## config.mk

```make
export PLATFORM = sky130hd
export DESIGN_NAME = cip_packetizer
export DESIGN_NICKNAME = d
export VERILOG_FILES = /design/src/hw/cip_pkg.sv /design/src/hw/cip_skid2.sv /design/src/hw/cip_packetizer.sv
export VERILOG_INCLUDE_DIRS = /design/src /design/src/hw
export SDC_FILE = /design/constraint.sdc
export NUM_CORES = 1
export LEC_CHECK = 0
export BUFFER_PORTS_ARGS = -buffer_cell sky130_fd_sc_hd__buf_2
export CORE_AREA = 2 2 147 149
export CTS_CLUSTER_SIZE = 30
export DETAILED_ROUTE_END_ITERATION = 8
export DIE_AREA = 0 0 149 151
export HOLD_SLACK_MARGIN = 0.02
export PLACE_DENSITY = 0.66
export SYNTH_ARGS = -nofsm -noshare
export SYNTH_HDL_FRONTEND = slang
export SYNTH_HIERARCHICAL = 1
export SYNTH_SLANG_ARGS = --single-unit
```

## constraint.sdc

```tcl
create_clock -name ref_clk -period 5.67 [get_ports ref_clk]
set_input_delay 0.567 -clock ref_clk [delete_from_list [all_inputs] [get_ports ref_clk]]
set_output_delay 0.567 -clock ref_clk [all_outputs]
set_load 0.1 [all_outputs]
```

## src/hw/cip_consts.svh

```systemverilog
/*
 * Constants of the camera isochronous packetizer: format/mode codes, rate
 * codes, frame sizes, payload bases and the layout of a buffered byte word.
 * Assumes it is included by bare name from design files only.
 */
`ifndef CIP_CONSTS_SVH
`define CIP_CONSTS_SVH

// Format/mode pairs, written as {format[1:0], mode[2:0]}
`define CIP_F0M1 5'h01
`define CIP_F0M5 5'h05
`define CIP_F0M6 5'h06
`define CIP_F1M2 5'h0a
`define CIP_F1M5 5'h0d
`define CIP_F1M6 5'h0e
`define CIP_F1M7 5'h0f
`define CIP_F2M2 5'h12
`define CIP_F2M6 5'h16

// Frame rate codes, slowest first; each step doubles the payload
`define CIP_R1P875 3'h0
`define CIP_R3P75  3'h1
`define CIP_R7P5   3'h2
`define CIP_R15    3'h3
`define CIP_R30    3'h4
`define CIP_R60    3'h5

// Frame sizes in pixels and rows
`define CIP_W320  11'h140
`define CIP_H240  11'h0f0
`define CIP_W640  11'h280
`define CIP_H480  11'h1e0
`define CIP_W800  11'h320
`define CIP_H600  11'h258
`define CIP_W1024 11'h400
`define CIP_H768  11'h300
`define CIP_W1280 11'h500
`define CIP_H960  11'h3c0

// Payload bytes per packet at rate code 0; real size is base << rate
`define CIP_B_F0M1 13'h028
`define CIP_B_F0M5 13'h050
`define CIP_B_F0M6 13'h0a0
`define CIP_B_F1M2 13'h07d
`define CIP_B_F1M5 13'h0c0
`define CIP_B_F1M6 13'h0fa
`define CIP_B_F1M7 13'h180
`define CIP_B_F2M2 13'h140
`define CIP_B_F2M6 13'h280

// Buffered word: {sync, sop, eop, data[7:0]}
`define CIP_BW      11
`define CIP_BIT_SYN 10
`define CIP_BIT_SOP 9
`define CIP_BIT_EOP 8

`endif

```

## src/hw/cip_pkg.sv

```systemverilog
/*
 * Types of the camera isochronous packetizer.
 * Assumes nothing of its surroundings.
 */
package cip_pkg;

	// Pixel coding of the selected format
	typedef enum logic [1:0] {
		CIP_PIX_M8  = 2'b00,
		CIP_PIX_M16 = 2'b01,
		CIP_PIX_YUV = 2'b10
	} cip_pix_t;

	// Byte serializer states
	typedef enum logic [1:0] {
		CIP_S_IDLE = 2'b00,
		CIP_S_LO   = 2'b01,
		CIP_S_HI   = 2'b10
	} cip_state_t;

	// Decoded format/mode/rate selection
	typedef struct packed {
		logic        valid;
		cip_pix_t    pix;
		logic [10:0] width;
		logic [10:0] height;
		logic [12:0] size;
	} cip_fmt_t;

endpackage : cip_pkg

```

## src/hw/cip_skid2.sv

```systemverilog
/*
 * Two-entry buffer between the byte serializer and the packet output.
 * Assumes one clock; the drain side may hold ready low for any time.
 */
`timescale 1ns/1ps
`default_nettype none

module cip_skid2 #(
	parameter int WIDTH = 8
) (
	input  wire logic             ref_clk,
	input  wire logic             resetn,
	input  wire logic             in_valid,
	output var  logic             in_ready_r,
	input  wire logic [WIDTH-1:0] in_data,
	output var  logic             out_valid_r,
	input  wire logic             out_ready,
	output var  logic [WIDTH-1:0] out_data_r
);

	logic             skid_valid_r;
	logic [WIDTH-1:0] skid_data_r;
	logic             out_valid_nxt;
	logic             skid_valid_nxt;
	logic [WIDTH-1:0] out_data_nxt;
	logic [WIDTH-1:0] skid_data_nxt;
	logic             push;
	logic             pop;

	////////////////////////////////////////////////////////////////////
	// Output register refills from the skid slot first, keeping order
	always_comb begin
		push           = in_valid && in_ready_r;
		pop            = out_valid_r && out_ready;
		out_valid_nxt  = out_valid_r;
		out_data_nxt   = out_data_r;
		skid_valid_nxt = skid_valid_r;
		skid_data_nxt  = skid_data_r;
		if (!out_valid_r || pop) begin
			if (skid_valid_r) begin
				out_data_nxt   = skid_data_r;
				out_valid_nxt  = 1'b1;
				skid_valid_nxt = 1'b0;
			end else begin
				out_data_nxt  = push ? in_data : out_data_r;
				out_valid_nxt = push;
			end
		end else if (push) begin
			skid_data_nxt  = in_data;
			skid_valid_nxt = 1'b1;
		end
	end

	// Ready comes from a flop so the filling side never sees a comb path
	always_ff @(posedge ref_clk or negedge resetn) begin
		if (!resetn) begin
			out_valid_r  <= 1'b0;
			out_data_r   <= '0;
			skid_valid_r <= 1'b0;
			skid_data_r  <= '0;
			in_ready_r   <= 1'b1;
		end else begin
			out_valid_r  <= out_valid_nxt;
			out_data_r   <= out_data_nxt;
			skid_valid_r <= skid_valid_nxt;
			skid_data_r  <= skid_data_nxt;
			in_ready_r   <= !skid_valid_nxt;
		end
	end

endmodule : cip_skid2

`default_nettype wire

```

## src/hw/cip_packetizer.sv

```systemverilog
/*
 * Camera isochronous packetizer: takes raster pixels, serializes them into
 * bytes per the selected format and cuts packets of the documented payload,
 * flagging the first packet of each frame with the header sync bit.
 * Assumes pixels arrive in raster order and configuration is steady in frame.
 */
// Summary of operation
// - First packet carrying a new frame has header sync set to one.
// - Pixels go in raster order, pixel 0 upward, row 0 upward.
// - 320x240 YUV packets carry 40 to 1280 bytes, 1.875 to 60 fps.
// - 640x480 mono 8 packets carry 80 to 2560 bytes, 1.875 to 60 fps.
// - 640x480 mono 16 packets carry 160 to 2560 bytes, 1.875 to 30 fps.
// - 800x600 mono 8 packets carry 500 to 4000 bytes, 7.5 to 60 fps.
// - 1024x768 mono 8 packets carry 384 to 3072 bytes, 3.75 to 30 fps.
// - 800x600 mono 16 packets carry 500 to 4000 bytes, 3.75 to 30 fps.
// - 1024x768 mono 16 packets carry 768 to 3072 bytes, 3.75 to 15 fps.
// - 1280x960 mono 8 packets carry 320 to 2560 bytes, 1.875 to 15 fps.
// - 1280x960 mono 16 packets carry 640 to 2560 bytes, 1.875 to 7.5 fps.
// - Mono 16 sends low byte then high byte; ten bits are effective.
// - YUV sends U, Y, V, Y per pair; chroma from the even pixel.
`timescale 1ns/1ps
`default_nettype none
`include "cip_consts.svh"

module cip_packetizer (
	input  wire logic        ref_clk,
	input  wire logic        resetn,
	input  wire logic [1:0]  cfg_format,
	input  wire logic [2:0]  cfg_mode,
	input  wire logic [2:0]  cfg_rate,
	input  wire logic        pix_valid,
	output var  logic        pix_ready_r,
	input  wire logic [15:0] pix_y,
	input  wire logic [7:0]  pix_u,
	input  wire logic [7:0]  pix_v,
	output var  logic        cfg_err_r,
	output var  logic        pkt_valid_r,
	input  wire logic        pkt_ready,
	output var  logic [7:0]  pkt_data_r,
	output var  logic        pkt_sop_r,
	output var  logic        pkt_eop_r,
	output var  logic        pkt_sync_r
);

	////////////////////////////////////////////////////////////////////
	// Format decode: known pair, allowed rate window, payload size
	function automatic cip_pkg::cip_fmt_t cip_decode(
		input logic [1:0] f,
		input logic [2:0] m,
		input logic [2:0] r
	);
		cip_pkg::cip_fmt_t d;
		logic [12:0]       base;
		logic [2:0]        rlo;
		logic [2:0]        rhi;
		logic              known;
		d      = '0;
		known  = 1'b1;
		{d.pix, d.width, d.height, base, rlo, rhi} =
			{cip_pkg::CIP_PIX_M8, `CIP_W320, `CIP_H240, 13'h000, 3'h0, 3'h0};
		unique case ({f, m})
			`CIP_F0M1: {d.pix, d.width, d.height, base, rlo, rhi} = {cip_pkg::CIP_PIX_YUV,
				`CIP_W320, `CIP_H240, `CIP_B_F0M1, `CIP_R1P875, `CIP_R60};
			`CIP_F0M5: {d.pix, d.width, d.height, base, rlo, rhi} = {cip_pkg::CIP_PIX_M8,
				`CIP_W640, `CIP_H480, `CIP_B_F0M5, `CIP_R1P875, `CIP_R60};
			`CIP_F0M6: {d.pix, d.width, d.height, base, rlo, rhi} = {cip_pkg::CIP_PIX_M16,
				`CIP_W640, `CIP_H480, `CIP_B_F0M6, `CIP_R1P875, `CIP_R30};
			`CIP_F1M2: {d.pix, d.width, d.height, base, rlo, rhi} = {cip_pkg::CIP_PIX_M8,
				`CIP_W800, `CIP_H600, `CIP_B_F1M2, `CIP_R7P5, `CIP_R60};
			`CIP_F1M5: {d.pix, d.width, d.height, base, rlo, rhi} = {cip_pkg::CIP_PIX_M8,
				`CIP_W1024, `CIP_H768, `CIP_B_F1M5, `CIP_R3P75, `CIP_R30};
			`CIP_F1M6: {d.pix, d.width, d.height, base, rlo, rhi} = {cip_pkg::CIP_PIX_M16,
				`CIP_W800, `CIP_H600, `CIP_B_F1M6, `CIP_R3P75, `CIP_R30};
			`CIP_F1M7: {d.pix, d.width, d.height, base, rlo, rhi} = {cip_pkg::CIP_PIX_M16,
				`CIP_W1024, `CIP_H768, `CIP_B_F1M7, `CIP_R3P75, `CIP_R15};
			`CIP_F2M2: {d.pix, d.width, d.height, base, rlo, rhi} = {cip_pkg::CIP_PIX_M8,
				`CIP_W1280, `CIP_H960, `CIP_B_F2M2, `CIP_R1P875, `CIP_R15};
			`CIP_F2M6: {d.pix, d.width, d.height, base, rlo, rhi} = {cip_pkg::CIP_PIX_M16,
				`CIP_W1280, `CIP_H960, `CIP_B_F2M6, `CIP_R1P875, `CIP_R7P5};
			default:   known = 1'b0;
		endcase
		d.valid = known && (r >= rlo) && (r <= rhi);
		d.size  = base << r;
		return d;
	endfunction : cip_decode

	////////////////////////////////////////////////////////////////////
	// State
	cip_pkg::cip_state_t st_r;
	cip_pkg::cip_state_t st_nxt;
	cip_pkg::cip_fmt_t   fmt_r;
	cip_pkg::cip_fmt_t   fmt_nxt;
	cip_pkg::cip_fmt_t   fmt_new;
	cip_pkg::cip_fmt_t   fmt_use;
	logic [10:0]         col_r;
	logic [10:0]         col_nxt;
	logic [10:0]         row_r;
	logic [10:0]         row_nxt;
	logic [15:0]         hold_y_r;
	logic [15:0]         hold_y_nxt;
	logic [7:0]          hold_c_r;
	logic [7:0]          hold_c_nxt;
	logic [7:0]          vsave_r;
	logic [7:0]          vsave_nxt;
	logic                hold_odd_r;
	logic                hold_odd_nxt;
	logic                pix_last_r;
	logic                pix_last_nxt;
	logic                frame_pend_r;
	logic                frame_pend_nxt;
	logic                sync_cur_r;
	logic                sync_cur_nxt;
	logic [12:0]         pkt_cnt_r;
	logic [12:0]         pkt_cnt_nxt;
	logic                cfg_err_nxt;
	logic                pix_ready_nxt;
	logic                accept;
	logic                first_pix;
	logic                row_end;
	logic                emit_go;
	logic                last_byte;
	logic                wr;
	logic [7:0]          wdata;
	logic                wsop;
	logic                weop;
	logic                wsync;
	logic                buf_in_ready;

	////////////////////////////////////////////////////////////////////
	// Pixel intake, raster position, byte selection and packet cutting
	always_comb begin
		st_nxt         = st_r;
		fmt_nxt        = fmt_r;
		col_nxt        = col_r;
		row_nxt        = row_r;
		hold_y_nxt     = hold_y_r;
		hold_c_nxt     = hold_c_r;
		vsave_nxt      = vsave_r;
		hold_odd_nxt   = hold_odd_r;
		pix_last_nxt   = pix_last_r;
		frame_pend_nxt = frame_pend_r;
		sync_cur_nxt   = sync_cur_r;
		pkt_cnt_nxt    = pkt_cnt_r;
		cfg_err_nxt    = cfg_err_r;
		accept         = pix_valid && pix_ready_r;
		first_pix      = (col_r == 11'h000) && (row_r == 11'h000);
		fmt_new        = cip_decode(cfg_format, cfg_mode, cfg_rate);
		// Selection is sampled only at a frame start, never mid-frame
		fmt_use        = first_pix ? fmt_new : fmt_r;
		row_end        = (col_r == fmt_use.width - 11'h001);
		emit_go        = (st_r != cip_pkg::CIP_S_IDLE) && (buf_in_ready || !fmt_r.valid);
		wr             = emit_go && fmt_r.valid;
		last_byte      = (st_r == cip_pkg::CIP_S_HI) || (fmt_r.pix == cip_pkg::CIP_PIX_M8);
		wdata          = hold_y_r[7:0];
		unique case (st_r)
			cip_pkg::CIP_S_IDLE: begin
				if (accept) begin
					fmt_nxt      = fmt_use;
					hold_y_nxt   = pix_y;
					hold_odd_nxt = col_r[0];
					// Odd pixel reuses the V of its even partner
					hold_c_nxt   = col_r[0] ? vsave_r : pix_u;
					vsave_nxt    = col_r[0] ? vsave_r : pix_v;
					pix_last_nxt = row_end && (row_r == fmt_use.height - 11'h001);
					col_nxt      = row_end ? 11'h000 : col_r + 11'h001;
					if (row_end) begin
						row_nxt = pix_last_nxt ? 11'h000 : row_r + 11'h001;
					end
					if (first_pix) begin
						cfg_err_nxt = !fmt_new.valid;
					end
					st_nxt = cip_pkg::CIP_S_LO;
				end
			end
			cip_pkg::CIP_S_LO: begin
				if (fmt_r.pix == cip_pkg::CIP_PIX_YUV) begin
					wdata = hold_c_r;
				end
				if (emit_go) begin
					st_nxt = last_byte ? cip_pkg::CIP_S_IDLE : cip_pkg::CIP_S_HI;
				end
			end
			cip_pkg::CIP_S_HI: begin
				if (fmt_r.pix == cip_pkg::CIP_PIX_M16) begin
					wdata = hold_y_r[15:8];
				end
				if (emit_go) begin
					st_nxt = cip_pkg::CIP_S_IDLE;
				end
			end
		endcase
		wsop  = (pkt_cnt_r == 13'h000);
		weop  = (pkt_cnt_r == fmt_r.size - 13'h001) || (last_byte && pix_last_r);
		wsync = wsop ? frame_pend_r : sync_cur_r;
		if (wr) begin
			pkt_cnt_nxt = weop ? 13'h000 : pkt_cnt_r + 13'h001;
			if (wsop) begin
				sync_cur_nxt   = frame_pend_r;
				frame_pend_nxt = 1'b0;
			end
		end
		// A frame start arms sync; set beats a same-cycle clear
		if (accept && first_pix && fmt_new.valid) begin
			frame_pend_nxt = 1'b1;
		end
		// A dropped invalid frame leaves no partial packet behind
		if (emit_go && !fmt_r.valid) begin
			pkt_cnt_nxt = 13'h000;
		end
		pix_ready_nxt = (st_nxt == cip_pkg::CIP_S_IDLE);
	end

	// Register bank of the serializer
	always_ff @(posedge ref_clk or negedge resetn) begin
		if (!resetn) begin
			st_r         <= cip_pkg::CIP_S_IDLE;
			fmt_r        <= '0;
			col_r        <= 11'h000;
			row_r        <= 11'h000;
			hold_y_r     <= 16'h0000;
			hold_c_r     <= 8'h00;
			vsave_r      <= 8'h00;
			hold_odd_r   <= 1'b0;
			pix_last_r   <= 1'b0;
			frame_pend_r <= 1'b0;
			sync_cur_r   <= 1'b0;
			pkt_cnt_r    <= 13'h000;
			cfg_err_r    <= 1'b0;
			pix_ready_r  <= 1'b1;
		end else begin
			st_r         <= st_nxt;
			fmt_r        <= fmt_nxt;
			col_r        <= col_nxt;
			row_r        <= row_nxt;
			hold_y_r     <= hold_y_nxt;
			hold_c_r     <= hold_c_nxt;
			vsave_r      <= vsave_nxt;
			hold_odd_r   <= hold_odd_nxt;
			pix_last_r   <= pix_last_nxt;
			frame_pend_r <= frame_pend_nxt;
			sync_cur_r   <= sync_cur_nxt;
			pkt_cnt_r    <= pkt_cnt_nxt;
			cfg_err_r    <= cfg_err_nxt;
			pix_ready_r  <= pix_ready_nxt;
		end
	end

	////////////////////////////////////////////////////////////////////
	// Output buffer absorbs a receiver stall without losing a byte
	cip_skid2 #(
		.WIDTH(`CIP_BW)
	) u_buf (
		.ref_clk    (ref_clk),
		.resetn     (resetn),
		.in_valid   (wr),
		.in_ready_r (buf_in_ready),
		.in_data    ({wsync, wsop, weop, wdata}),
		.out_valid_r(pkt_valid_r),
		.out_ready  (pkt_ready),
		.out_data_r ({pkt_sync_r, pkt_sop_r, pkt_eop_r, pkt_data_r})
	);
endmodule : cip_packetizer

`default_nettype wire

```

== Yosys cells after proc, flatten, opt, wreduce, memory -nomap -nowiden ==
Cells that the tools add are included.

* Add/subtract/negate cells: 6
* Magnitude comparators: 2
* Eq/ne operators: 16
* Shift-type cells: 1
* Muxes and demuxes: 29
* Bitwise logic cells: 2
* Reduce and logical (&&, ||, !) cells: 44

{| class="wikitable"
|+ Operators by type and width
! cell !! number
|-
| one-hot mux 24 bit (9 select lines) || 1
|-
| one-hot mux 10 bit (9 select lines) || 1
|-
| 2-to-1 mux 11 bit || 4
|-
| 2-to-1 mux 13 bit || 3
|-
| 2-to-1 mux 35 bit || 1
|-
| 2-to-1 mux 8 bit || 3
|-
| adder 11 x 1 -> 11 bit, second input constant || 2
|-
| == test 11 bit || 2
|-
| logical NOT 11 bit || 2
|-
| subtractor 11 x 1 -> 11 bit, second input constant || 2
|-
| == test 5 x 4 -> 1 bit, second input constant || 4
|-
| one-hot mux 8 bit (2 select lines) || 1
|-
| adder 13 x 1 -> 13 bit, second input constant || 1
|-
| == test 13 bit || 1
|-
| logical AND 1 bit || 13
|-
| logical NOT 13 bit || 1
|-
| << shifter 13 x 3 -> 13 bit || 1
|-
| subtractor 13 x 1 -> 13 bit, second input constant || 1
|-
| one-hot mux 3 bit (4 select lines) || 1
|-
| == test 5 x 3 -> 1 bit, second input constant || 2
|-
| == test 5 bit, second input constant || 2
|-
| nonzero test 2 bit || 5
|-
| AND reduction 3 bit || 3
|-
| OR reduction 3 bit || 3
|-
| other kinds (16) || 40
|}

* Register bits: 137
* Input bits: 44
* Logic and storage cells: 122

== Longest topological paths before layout ==
* Depth after elaboration: 9
* Gate-level depth with buffers: 20
* Gate-level depth less buffers: 16

== Hierarchy ==
The synthesis kept the hierarchy.

{| class="wikitable"
|+ By module, submodules not included
! module !! times used !! cells an instance !! area an instance (um2)
|-
| cip_packetizer || 1 || 866 || 7,400.8
|-
| cip_skid2 || 1 || 69 || 1,204.9
|}

== Worst setup path after synthesis ==
OpenSTA, ideal clock, no wires.

* Kind: reg2reg
* From: register col_r[0]
* To: register row_r[0]
* Setup time: 125 ps
* Arrival: 3,654 ps
* Data required time: 5,545 ps
* Setup slack: 1,892 ps
* Stages on the path, launching flop included: 20
* Period minus slack after synthesis: 3,778 ps
* Path through: dfrtp_1 clkbuf_1 inv_1 ha_1 nor4b_4 and3_1 nand2_1 buf_1 nand2_1 ha_1 xor2_1 nor4b_1 a31oi_1 o32ai_1 o2111ai_1 a2111oi_4 and2_1 buf_6 inv_2 mux2_2

* Word-level cells in the longest chain between the ends: 7
* Elaborated cells on any way between the ends: 10
* Those cells by class: 2 x add/sub; 2 x eq/ne; 2 x mux; 4 x reduce/logical

{| class="wikitable"
|+ Ends and longest elaborated chain
! element !! line !! text
|-
| start: declaration || cip_packetizer.sv:95 || <nowiki>logic [10:0] col_r;</nowiki>
|-
| start signal: assignment || cip_packetizer.sv:233 || <nowiki>col_r <= col_nxt;</nowiki>
|-
| logical NOT 11 bit || cip_packetizer.sv:146 || <nowiki>first_pix = (col_r == 11'h000) && (row_r == 11'h000);</nowiki>
|-
| logical AND 1 bit || cip_packetizer.sv:146 ||
|-
| 2-to-1 mux 35 bit || cip_packetizer.sv:149 || <nowiki>fmt_use = first_pix ? fmt_new : fmt_r;</nowiki>
|-
| subtractor 11 x 1 -> 11 bit, on equally long branches || cip_packetizer.sv:150, cip_packetizer.sv:164 ||
|-
| == test 11 bit, on equally long branches || cip_packetizer.sv:150, cip_packetizer.sv:164 ||
|-
| logical AND 1 bit || cip_packetizer.sv:164 || <nowiki>pix_last_nxt = row_end && (row_r == fmt_use.height - 11'h001);</nowiki>
|-
| 2-to-1 mux 11 bit || cip_packetizer.sv:167 || <nowiki>row_nxt = pix_last_nxt ? 11'h000 : row_r + 11'h001;</nowiki>
|-
| end signal: assignment || cip_packetizer.sv:234 || <nowiki>row_r <= row_nxt;</nowiki>
|-
| end: declaration || cip_packetizer.sv:97 || <nowiki>logic [10:0] row_r;</nowiki>
|}

Parallel ways exist; a longest one is shown, timed or not.
A chain may end at the register's enable or synchronous reset.

== Worst setup path after layout ==
Same ends and word-level chain as after synthesis.

==> flow_summary.toml <==
[power_and_ir_drop]
power_mw = 2.14
ir_drop_mv = 0.150
power_density_mw_per_mm2 = 223
power_leakage_nw = 4.37

[clock_network]
clk_pin_slew_ns = 0.06
cts.path.max_buffers = 2
cts-root-buf = "clkbuf_16"
hold_buffers = 0
cts_num_sinks = 137
postCtsResizedCells = 0
insertion_delay_ns = 0.43
htree_levels = 4
cts_made_buffers = 17
cts_tree = "built"
post-cts-setup-buffers = 0

[sta]
setup_ws_ns = 0.896
setup-tns-final_ns = 0
fmax_mhz = 209
slew_viol_final = 0
final-setup-viol-count = 0
period_needed_ns = 4.77
whs_ns = 0.183
min_period_over_period_pct = 84.2
rsz0062_at_grt = "false"
worst-slew-pin-transition_ns = 1.05
relSlewSlack_pct = 28.2
hold_viol = 0
finClkSkew_ns = 0.00649

[yosys]
postSynthCellCount = 935
synth-seq-area-share_pct = 39.9
syn_area_sq_mm = 0.00861
ys_ff_latch = 137
synthArstFlopShare_pct = 100
synth_largest_area_cell = "dfrtp_1"
yosysUniqueCellTypes = 77
syn-num-nets = 996
synth-edff-count = 0
ys_warn_count = 6
netlist.area_leader.share_pct = 39.3
syn_avg_cell_area_sq_um = 9.20
ys_top_cells_by_area = "dfrtp_1, nand2_1, mux2_4, xnor2_1, o21ai_0"
ys.flop_type = "dfrtp_1"

[route]
first_pass_iters = 7
vias_per_cell = 5.33
drt-total-wl_microns = 19300
wl_per_cell_microns = 15.4
drtIter0Drc = 382
vias = 6678
drc_errors = 0
ant_nets = 0

[global_routing]
grt_pass1_vias = 6406
grt_max_degree = 84
grt_use_total_pct = 18.1
antenna_found_initial = 0
grt-ovfl-total = 0
grt_pass1_wl_microns = 32600

[final_layout]
utilization_pct = 46.0
layout-drive-gt1-share_pct = 17.0
instances_no_fill = 1252
nets = 1025
post-route-cell-area_sq_mm = 0.00959
synthToLayoutAreaGrowth_pct = 11.4
diodes = 0

[worst_setup_path]
cp-end-kind = "flip-flop"
crit_fanout = 20
path_class = "flip-flop to flip-flop"
required_ns = 6.04
slowest_delay_ns = 0.76
cp.arrival_ns = 5.14
slowest_stage = "dfrtp_1"
critPathLaunchType = "flip-flop"
crit_chain = "inv_1 > ha_1 > nor4b_4 > and3_1 > nand2_1 > nand2_1 > ha_1 > xor2_1 > nor4b_1 > a31oi_1 > o32ai_1 > o2111ai_1 > a2111oi_4 > and2_1 > buf_4 > nor2b_1 > mux2_2"

[placement]
place_inst = 1220
gp_congestion = 0.885
postPlaceCellArea_sq_mm = 0.00901
hpwl_microns = 13800
port_buffers = 57
dp_slack_ns = 0.918

[floorplan]
boundaryPins = 58
start_util_pct = 41.3
die-area_sq_mm = 0.0225
core.rowCount = 53
fp.dieH_microns = 151
core-area_sq_mm = 0.0208
die_w_microns = 149

[hold_path]
hold_path.class = "input pin to async pin"

[run]
max_cap_violations = 0

[outcome]
status = "complete, no violations"
[Yosys cell counts, types with 22 or more instances]
| library cell | number |
|---|---|
| clkbuf_1 | 27 |
| mux2i_1 | 22 |
| nand2_1 | 148 |
| o21ai_0 | 68 |
| nor2_1 | 46 |
| inv_1 | 29 |
| nand3_1 | 22 |
| mux2_4 | 30 |
| xnor2_1 | 39 |
| a21oi_1 | 30 |
| dfrtp_1 | 135 |
[kinds of logic after synthesis]
kind of cell    count (synthesis)  share of synthesized area [%]
compound gates                222                           16.9
mux                            69                           10.0
flops                         137                           39.9
fa+ha+maj                      17                           2.47
xor+xnor                       57                           5.80
buf+inv                        82                           4.38
simple gates                  351                           20.6
[per-layer routing]
layer	vias to the layer above	global-route usage (%)	part of all wire (%)
li1	3372	-	-
met1	3171	24.0	48
met2	111	29.5	47
met3	24	3.43	3.1
met4	0	6.52	1.7
met5	-	0	0
[cell type report]
class                           instances  area (sq um)
Clock buffer                           19           453
Clock inverter                         13           119
Fill cell                            2019         11200
Inverter                               30           113
Multi-Input combinational cell        716          4800
Sequential cell                       137          3430
Tap cell                              275           344
Timing Repair Buffer                   62           329
[worst max-delay path: cells and delay by family (launching register included)]
family / cells / cell delay [ns]
simple gates: 7 / 1.66
compound gates: 4 / 0.89
flops: 1 / 0.76
fa+ha+maj: 2 / 0.52
buf+inv: 2 / 0.42
mux: 1 / 0.27
xor+xnor: 1 / 0.19
[layout by cell type (no fill, tap or decap), types with 8 or more instances in the layout]
master	n
a21oi_1	30
a22o_1	15
a31oi_1	14
and2_1	17
and3_1	18
buf_2	56
clkbuf_16	17
dfrtp_1	135
ha_1	17
inv_1	29
mux2_2	17
mux2_4	30
mux2i_1	22
nand2_1	148
nand2b_1	16
nand3_1	22
nor2_1	46
nor2b_1	17
nor3_1	18
nor4_1	8
o21ai_0	68
o21ai_1	13
o22ai_1	11
o31ai_1	12
xnor2_1	39
xor2_1	18
[flip-flops by register name, summed over array words and instances (netlist names)]
name and flops:
row_r 11, st_r 2, u_buf/in_ready_r 1, u_buf/out_data_r 11, u_buf/skid_valid_r 1, u_buf/skid_data_r 11, frame_pend_r 1, hold_y_r 16
hold_c_r 8, col_r 11, sync_cur_r 1, pix_ready_r 1, u_buf/out_valid_r 1, cfg_err_r 1, pix_last_r 1, fmt_r 38
vsave_r 8, pkt_cnt_r 13
[report_power, final]
| part | internal, mW | switching [mW] |
|---|---|---|
| Sequential | 0.978 | 0.0000000000000000198 |
| Clock | 0.630 | 0.441 |
| Combinational | 0.0301 | 0.0626 |
| Total | 1.64 | 0.503 |
[worst paths after layout]
kind | depth (start not counted) | slack (ns) | to | from
max in group asynchronous | 2 | 4.27 | hold_y_r[15] | resetn
min in group ref_clk | 3 | 0.33 | hold_y_r[10] | pix_y[10]
worst max register to register | 17 | 0.90 | row_r[0] | col_r[0]
worst max-delay path | 17 | 0.90 | row_r[0] | col_r[0]
worst min register to register | 2 | 0.48 | pix_last_r | pix_last_r
worst min-delay path | 1 | 0.18 | pkt_cnt_r[4] | resetn
Power figures use the tool's default switching activity.
